===== src/hw/sweep_params.svh =====
// Constants for the quad SRAM sweep tester
`ifndef SWEEP_PARAMS_SVH
`define SWEEP_PARAMS_SVH

// ---------------------------------------------------------------
// Clock plan
// ---------------------------------------------------------------
`define MEM_CLK_MHZ 550
`define USER_CLK_MHZ 275
`define REF_CLK_DEFAULT_KHZ 166667
`define REF_CLK_TARGET_MHZ 275

// ---------------------------------------------------------------
// Memory geometry and sweep
// ---------------------------------------------------------------
`define CAPACITY_MBIT 144
`define WORD_W 72
`define ADDR_W 21
`define SWEEP_WORDS ((`CAPACITY_MBIT * 1024 * 1024) / `WORD_W)
`define CHANNELS 4

// ---------------------------------------------------------------
// Pattern generator and button synchroniser
// ---------------------------------------------------------------
`define LFSR_W 32
`define LFSR_SEED 32'hACE1_2468
`define BTN_SYNC_W 3

`endif


===== src/hw/sweep_pkg.sv =====
// Types shared by the quad SRAM sweep tester
`include "sweep_params.svh"

package sweep_pkg;

  // Tester sequencing per channel
  typedef enum logic [2:0] {
    CH_IDLE,
    CH_WRITE,
    CH_READ,
    CH_DRAIN,
    CH_DONE
  } chan_state_e;

  // Request toward one controller user port
  typedef struct packed {
    logic write;
    logic read;
    logic [`ADDR_W-1:0] address;
    logic [`WORD_W-1:0] writedata;
  } mm_req_s;

  // Answer from one controller user port
  typedef struct packed {
    logic waitrequest;
    logic readdatavalid;
    logic [`WORD_W-1:0] readdata;
  } mm_rsp_s;

  // Per-channel tester state
  typedef struct packed {
    chan_state_e st;
    logic [`ADDR_W:0] wr_cnt;
    logic [`ADDR_W:0] rd_issued;
    logic [`ADDR_W:0] rd_done;
    logic [`LFSR_W-1:0] wr_lfsr;
    logic [`LFSR_W-1:0] rd_lfsr;
    logic fail;
    logic pass;
  } chan_s;

  // Shared front-end state
  typedef struct packed {
    logic [`BTN_SYNC_W-1:0] btn_sync;
    logic btn_up;
    logic [`CHANNELS-1:0] lamp;
  } top_s;

endpackage


===== src/hw/quad_sram_sweep_tester.sv =====
// Four-channel SRAM write-then-verify sweep tester
`timescale 1ns/1ns
`include "sweep_params.svh"

module quad_sram_sweep_tester
  import sweep_pkg::*;
#(
  parameter int unsigned WORDS = `SWEEP_WORDS
) (
  input wire logic clk_in,
  input wire logic resetn_in,
  input wire logic button_n_in,
  input wire logic ref_cfg_done_in,
  input wire logic [`CHANNELS-1:0] ctrl_ready_in,
  input wire mm_rsp_s [`CHANNELS-1:0] mm_rsp_in,
  output mm_req_s [`CHANNELS-1:0] mm_req_out,
  output logic ref_cfg_req_out,
  output logic result_lamp_a_out,
  output logic result_lamp_b_out,
  output logic result_lamp_c_out,
  output logic result_lamp_d_out
);

  // ---------------------------------------------------------------
  // Helpers
  // ---------------------------------------------------------------
  // Copies of one LFSR word needed to fill a memory word
  localparam int unsigned REP = (`WORD_W + `LFSR_W - 1) / `LFSR_W;
  // Counters carry a spare bit, so a sweep of the full address space
  // can still name its last word without wrapping to zero
  localparam logic [`ADDR_W:0] LAST =
    (`ADDR_W+1)'(WORDS - 1);

  // Maximal-length taps 32,22,2,1; never reaches the all-zero lock
  function automatic logic [`LFSR_W-1:0] lfsr_step(
    input logic [`LFSR_W-1:0] v);
    lfsr_step = {v[`LFSR_W-2:0], v[31] ^ v[21] ^ v[1] ^ v[0]};
  endfunction

  // Widen one LFSR word to a memory word by replication
  function automatic logic [`WORD_W-1:0] pattern(
    input logic [`LFSR_W-1:0] v);
    logic [REP*`LFSR_W-1:0] wide;
    wide = {REP{v}};
    pattern = wide[`WORD_W-1:0];
  endfunction

  // ---------------------------------------------------------------
  // Button synchroniser and lamp drive
  // ---------------------------------------------------------------
  top_s top_ff;
  top_s nxt_top;
  // One bit per channel, each driven from its own generate slice
  wire logic [`CHANNELS-1:0] chan_pass;
  wire logic [`CHANNELS-1:0] chan_fail;
  logic go;

  // reference clocks ready before start
  // Keep asking the clock configurator until it reports done
  assign ref_cfg_req_out = ~ref_cfg_done_in;

  // Button level only moves when the last two stages agree
  // A bounce shorter than two samples never reaches btn_up
  always_comb begin
    nxt_top = top_ff;
    nxt_top.btn_sync = {top_ff.btn_sync[1:0], button_n_in};
    if (top_ff.btn_sync[2] == top_ff.btn_sync[1]) begin
      nxt_top.btn_up = top_ff.btn_sync[2];
    end
    nxt_top.lamp = top_ff.btn_up ? (chan_pass & ~chan_fail) : '0;
  end

  // Reset reads as button held, so no pass starts until the pin
  // has been seen released for two samples
  always_ff @(posedge clk_in or negedge resetn_in) begin
    if (!resetn_in) begin
      top_ff <= '0;
    end else begin
      top_ff <= nxt_top;
    end
  end

  // button starts every tester
  // Testers also wait for the reference clocks to reach the user rate
  assign go = top_ff.btn_up & ref_cfg_done_in;

  // lamp order A to D
  // Lamps come straight from flops, so they never glitch
  assign result_lamp_a_out = top_ff.lamp[0];
  assign result_lamp_b_out = top_ff.lamp[1];
  assign result_lamp_c_out = top_ff.lamp[2];
  assign result_lamp_d_out = top_ff.lamp[3];

  // ---------------------------------------------------------------
  // Per-channel testers
  // ---------------------------------------------------------------
  // user side runs on the half-rate clock
  // clk_in is the controller user clock; no crossing is needed
  genvar ch;
  generate
    for (ch = 0; ch < `CHANNELS; ch++) begin : g_chan
      // Each slice is a whole tester with its own counters and pattern
      chan_s cs_ff;
      chan_s nxt_cs;
      mm_rsp_s rsp;
      logic beat_ok;

      assign rsp = mm_rsp_in[ch];
      assign chan_pass[ch] = cs_ff.pass;
      assign chan_fail[ch] = cs_ff.fail;
      assign beat_ok = ~rsp.waitrequest;

      // requests go only to this channel port
      // Data comes straight from state flops, so it is glitch-free
      always_comb begin
        mm_req_out[ch].write = (cs_ff.st == CH_WRITE);
        mm_req_out[ch].read = (cs_ff.st == CH_READ);
        mm_req_out[ch].address = (cs_ff.st == CH_READ) ?
          cs_ff.rd_issued[`ADDR_W-1:0] : cs_ff.wr_cnt[`ADDR_W-1:0];
        mm_req_out[ch].writedata = pattern(cs_ff.wr_lfsr);
      end

      // Sequencer, compare and result flags
      always_comb begin
        nxt_cs = cs_ff;
        // Returns are matched in issue order; a controller that reorders
        // them would show up as a miscompare
        // verify stream advances per returned word
        if ((cs_ff.st == CH_READ || cs_ff.st == CH_DRAIN) &&
            rsp.readdatavalid) begin
          if (rsp.readdata != pattern(cs_ff.rd_lfsr)) begin
            nxt_cs.fail = 1'b1;
          end
          nxt_cs.rd_lfsr = lfsr_step(cs_ff.rd_lfsr);
          nxt_cs.rd_done = cs_ff.rd_done + 1'b1;
        end
        case (cs_ff.st)
          CH_IDLE: begin
            nxt_cs.wr_cnt = '0;
            nxt_cs.rd_issued = '0;
            nxt_cs.rd_done = '0;
            nxt_cs.wr_lfsr = `LFSR_SEED;
            nxt_cs.rd_lfsr = `LFSR_SEED;
            nxt_cs.fail = 1'b0;
            nxt_cs.pass = 1'b0;
            if (go && ctrl_ready_in[ch]) begin
              nxt_cs.st = CH_WRITE;
            end
          end
          CH_WRITE: begin
            // A stalled beat keeps address and data steady until taken
            // sweep covers every word
            if (beat_ok) begin
              nxt_cs.wr_cnt = cs_ff.wr_cnt + 1'b1;
              nxt_cs.wr_lfsr = lfsr_step(cs_ff.wr_lfsr);
              // reads begin after the last write
              if (cs_ff.wr_cnt == LAST) begin
                nxt_cs.st = CH_READ;
              end
            end
          end
          CH_READ: begin
            if (beat_ok) begin
              nxt_cs.rd_issued = cs_ff.rd_issued + 1'b1;
              if (cs_ff.rd_issued == LAST) begin
                nxt_cs.st = CH_DRAIN;
              end
            end
          end
          CH_DRAIN: begin
            // No new requests here; only the last returns are awaited
            // pass only after complete verify
            if (rsp.readdatavalid && cs_ff.rd_done == LAST) begin
              nxt_cs.st = CH_DONE;
              nxt_cs.pass = 1'b1;
            end
          end
          CH_DONE: begin
            // Result holds until the button is pressed again
            nxt_cs.st = CH_DONE;
          end
          default: begin
            nxt_cs.st = CH_IDLE;
          end
        endcase
        // a press aborts and rearms the pass
        // A miscompare on the same edge keeps its flag; IDLE clears it
        // one cycle later, so no event is half recorded
        if (!top_ff.btn_up) begin
          nxt_cs.st = CH_IDLE;
          nxt_cs.pass = 1'b0;
        end
      end

      // Reset parks the tester in IDLE with both flags clear
      always_ff @(posedge clk_in or negedge resetn_in) begin
        if (!resetn_in) begin
          cs_ff <= '{st: CH_IDLE, default: '0};
        end else begin
          cs_ff <= nxt_cs;
        end
      end
    end
  endgenerate

endmodule


===== config.mk =====
export PLATFORM = sky130hd
export DESIGN_NAME = quad_sram_sweep_tester
export DESIGN_NICKNAME = d
export VERILOG_FILES = /design/src/hw/sweep_pkg.sv /design/src/hw/quad_sram_sweep_tester.sv
export VERILOG_INCLUDE_DIRS = /design/src /design/src/hw
export SDC_FILE = /design/constraint.sdc
export NUM_CORES = 1
export LEC_CHECK = 0
export BUFFER_PORTS_ARGS = -buffer_cell sky130_fd_sc_hd__buf_2
export CORE_MARGIN = 2
export CORE_UTILIZATION = 40
export DETAILED_ROUTE_END_ITERATION = 10
export GPL_TIMING_DRIVEN = 0
export PLACE_DENSITY = 0.72
export SLEW_MARGIN = 20
export SYNTH_ARGS = -nofsm -noshare
export SYNTH_HDL_FRONTEND = slang
export SYNTH_SLANG_ARGS = --single-unit

===== constraint.sdc =====
create_clock -name clk_in -period 6.5 [get_ports clk_in]
set_input_delay 1.3 -clock clk_in [delete_from_list [all_inputs] [get_ports clk_in]]
set_output_delay 1.3 -clock clk_in [all_outputs]
set_load 0.03 [all_outputs]

==> results.md <==
- Asr flop ratio synth: 100%
- Final Max Slew Viols: 0
- Layout cells sized above 1: 31.6%
- Seq/Total Area, Yosys: 46.0%
- Clock transition at path regs: 0.06 ns
- Pwr Total: 9450 uW
- Syn_area_per_cell: 9.94 sq um
- Primary FF master, synth: dfrtp_1
- Sw Ratio: 31.8%
- Final hold slack: 0.351 ns
- Worst hold path type: flop to flop
- CP top delay family: buffers and inverters
- Vias/cell: 5.22
- Post-CTS Hold Fix Bufs: 0
- Crit end category: output port
- # IOs: 689
- Std-Cell Core Area: 74100 sq um
- First-pass GRT wire length: 140 mm
- Worst Path Buf+Inv: 4
- Final setup fails: 0
- Die Footprint: 76600 sq um
- Slew @ Worst Pin: 1.13 ns
- Int Pwr: 6450 uW
- Netlist Area Pre-Place: 29800 sq um
- Routing usage on met3: 3.58%
- Max VDD drop: 0.220 mV
- FP Rows: 100
- DR DRC count: 0
- Synth area leaders: dfrtp_1 (46%), buf_4 (7.3%), xor2_1 (7.1%), xnor2_1 (5.0%), a22o_1 (3.9%)
- Post-synth top area share: 46.0%
- Placed Area: 34600 sq um
- Slowest cell on crit path: nor3_1
- Design Area, Final: 36800 sq um
- Worst Path Required: 5.20 ns
- Met2 Usage GRT: 37.0%
- DP Cell Count: 4659
- Fmax: 0.216 GHz
- GRT overflow: 0
- Pin count of the biggest net entering global routing: 97
- Clock power frac: 37.9%
- Distinct cells, synth: 65
- Most frequent cell after synthesis: dfrtp_1
- Period Utilization, post-route: 71.1%
- Slew HR: 24.4%
- Finished Layout Cells: 4785
- Port Buf Inserts: 686
- Post-DP HPWL: 68.3 mm
- Synth cell count leaders: dfrtp_1 (548), buf_4 (288), nor2_1 (281), xor2_1 (242), nand2_1 (219)
- Syn Inst Count: 2996
- Die X: 277 microns
- Logic pwr share: 21.7%
- Routed wire length: 90.0 mm
- Worst Skew: 0.0158 ns
- Die span in y: 277 microns
- Cell Pwr Density: 257 nW/um^2
- Crit path arrival time: 3.32 ns
- P_sw: 3000 uW
- Reported max-cap violation count: 0
- Initial antenna violation count: 20
- Maximum fanout along the worst path: 10
- H-tree depth: 2
- CTS tree: built
- Lkg Pwr: 0.0169 uW
- Vias in the first global route: 24302
- Sequential share of power: 40.3%
- Number of flops mapped to enable cells by yosys: 0
- Antenna Nets Post-Route: 0
- Flops & latches, synth: 548
- M1 GR Usage: 31.4%
- First-pass DRT Iterations: 7
- Post-Syn Nets: 3312
- Status: complete, no violations
- Clock latency on the worst-skew pair: 0.62 ns
- Crit-path most repeated cell: clkbuf_1
- Final min period: 4.62 ns
- Root Buffer: clkbuf_16
- CTS Buf Count: 60
- Max clock buf depth: 3
- DR vias: 24976
- CP Cell Sequence: clkbuf_1 > clkbuf_1 > nor3_1 > clkbuf_1 > mux2_2 > buf_2
- Total Routing Usage GR: 22.9%
- DR iter-0 viols: 1635
- Largest area contributor in the netlist: dfrtp_1
- # Post-CTS Setup Buffers: 0
- Startpoint Class: flop
- RePlAce Congestion: 0.921
- RSZ-0062 raised after global routing: false
- Busiest grt layer: met2
- Crit Path Class: flop to output port
- Area grow syn2layout: 23.4%
- Clock tree sinks: 548
- Final Hold Fails: 0
- Starting Density: 40.2%
- Final net count: 4068
- Drt wl/cell: 18.8 microns
- CTS resizes: 0
- YS warnings: 0
- Crit path largest cell delay: 0.77 ns
==> worst paths after layout <==
path | start | end | slack, ns | depth (start not counted)
max in group asynchronous | resetn_in | g_chan[0].cs_ff[72]$_DFFE_PN0P_ | 4.12 | 4
worst max register to register | top_ff[4]$_DFFE_PN0N_ | chan_pass[1]$_DFFE_PN0P_ | 3.83 | 4
min in group asynchronous | resetn_in | g_chan[3].cs_ff[113]$_DFFE_PN0P_ | 0.60 | 1
worst min-delay path | nxt_top[6]$_DFF_PN0_ | nxt_top[7]$_DFF_PN0_ | 0.35 | 0
worst min register to register | nxt_top[6]$_DFF_PN0_ | nxt_top[7]$_DFF_PN0_ | 0.35 | 0
worst max-delay path | g_chan[3].cs_ff[134]$_DFFE_PN0P_ | mm_req_out[365] | 1.88 | 6
==> logic make-up (layout without fill, tap and decap cells) <==
| logic type | after synthesis | count (layout) | synth area share (%) |
|---|---|---|---|
| buffers and inverters | 455 | 1262 | 9.51 |
| AO/OA/AOI/OAI | 416 | 416 | 10.7 |
| other | 0 | 13 | 0 |
| XOR/XNOR | 412 | 412 | 12.1 |
| adder cells (fa/ha/maj) | 13 | 13 | 0.538 |
| flip-flops | 548 | 548 | 46.0 |
| AND/OR/NAND/NOR | 1073 | 1073 | 18.2 |
| multiplexers | 79 | 79 | 2.97 |
==> routing by layer <==
layer	share of wire, %	wire [microns]	vias up
met5	0.028	25	-
met2	46	41600	741
met1	45	40700	12247
met4	3.4	3070	4
li1	-	-	11818
met3	5.1	4620	166
==> layout make-up <==
class                           count  area (sq um)
Antenna cell                       13          32.5
Buffer                            429          2740
Clock buffer                       85          1730
Clock inverter                     28           345
Fill cell                        6800         37300
Inverter                           26          97.6
Multi-Input combinational cell   1993         13300
Sequential cell                   548         13700
Tap cell                          969          1210
Timing Repair Buffer              694          3620
==> power by group through the flow <==
stage	Sequential, uW	Combinational, uW	Clock (uW)
2_1_floorplan	3750	1390	0
3_3_place_gp	3870	2020	0
3_5_place_dp	3870	2060	0
4_1_cts	3810	2070	3660
5_1_grt	3830	2200	3810
6_report	3810	2050	3580
==> metrics by stage <==
stage	setup WS (ns)	utilization, %	setup TNS (ns)
floorplan	3.02	-	0
global placement	-7.40	46.5	-4000.87
detailed placement	2.54	46.8	0
CTS	1.82	49.6	0
global route	1.66	49.6	0
finish	1.88	49.6	0
==> cell usage in the layout (no fill, tap or decap), types with 89 or more instances in the layout <==
cell,count
dfrtp_1,548
buf_2,696
nand3_1,109
nand2_1,219
nor2_1,281
o22a_1,89
clkbuf_1,133
nand4_1,109
nor3_1,92
xnor2_1,170
buf_4,290
xor2_1,242
a22o_1,134
==> worst register-to-register path: cells and delay by family, from the launching register on <==
kind	cells	cell delay, ns
AO/OA/AOI/OAI	2	0.34
buffers and inverters	2	1.74
flip-flops	1	0.51
==> sequential cells by signal, summed over array words and instances, names as in the netlist <==
signal             count
g_chan.cs_ff         404
mm_req_out           128
chan_fail              4
chan_pass              4
nxt_top                2
top_ff                 2
result_lamp_a_out      1
result_lamp_b_out      1
result_lamp_c_out      1
result_lamp_d_out      1
No activity file was read; power rests on OpenSTA's default activity.
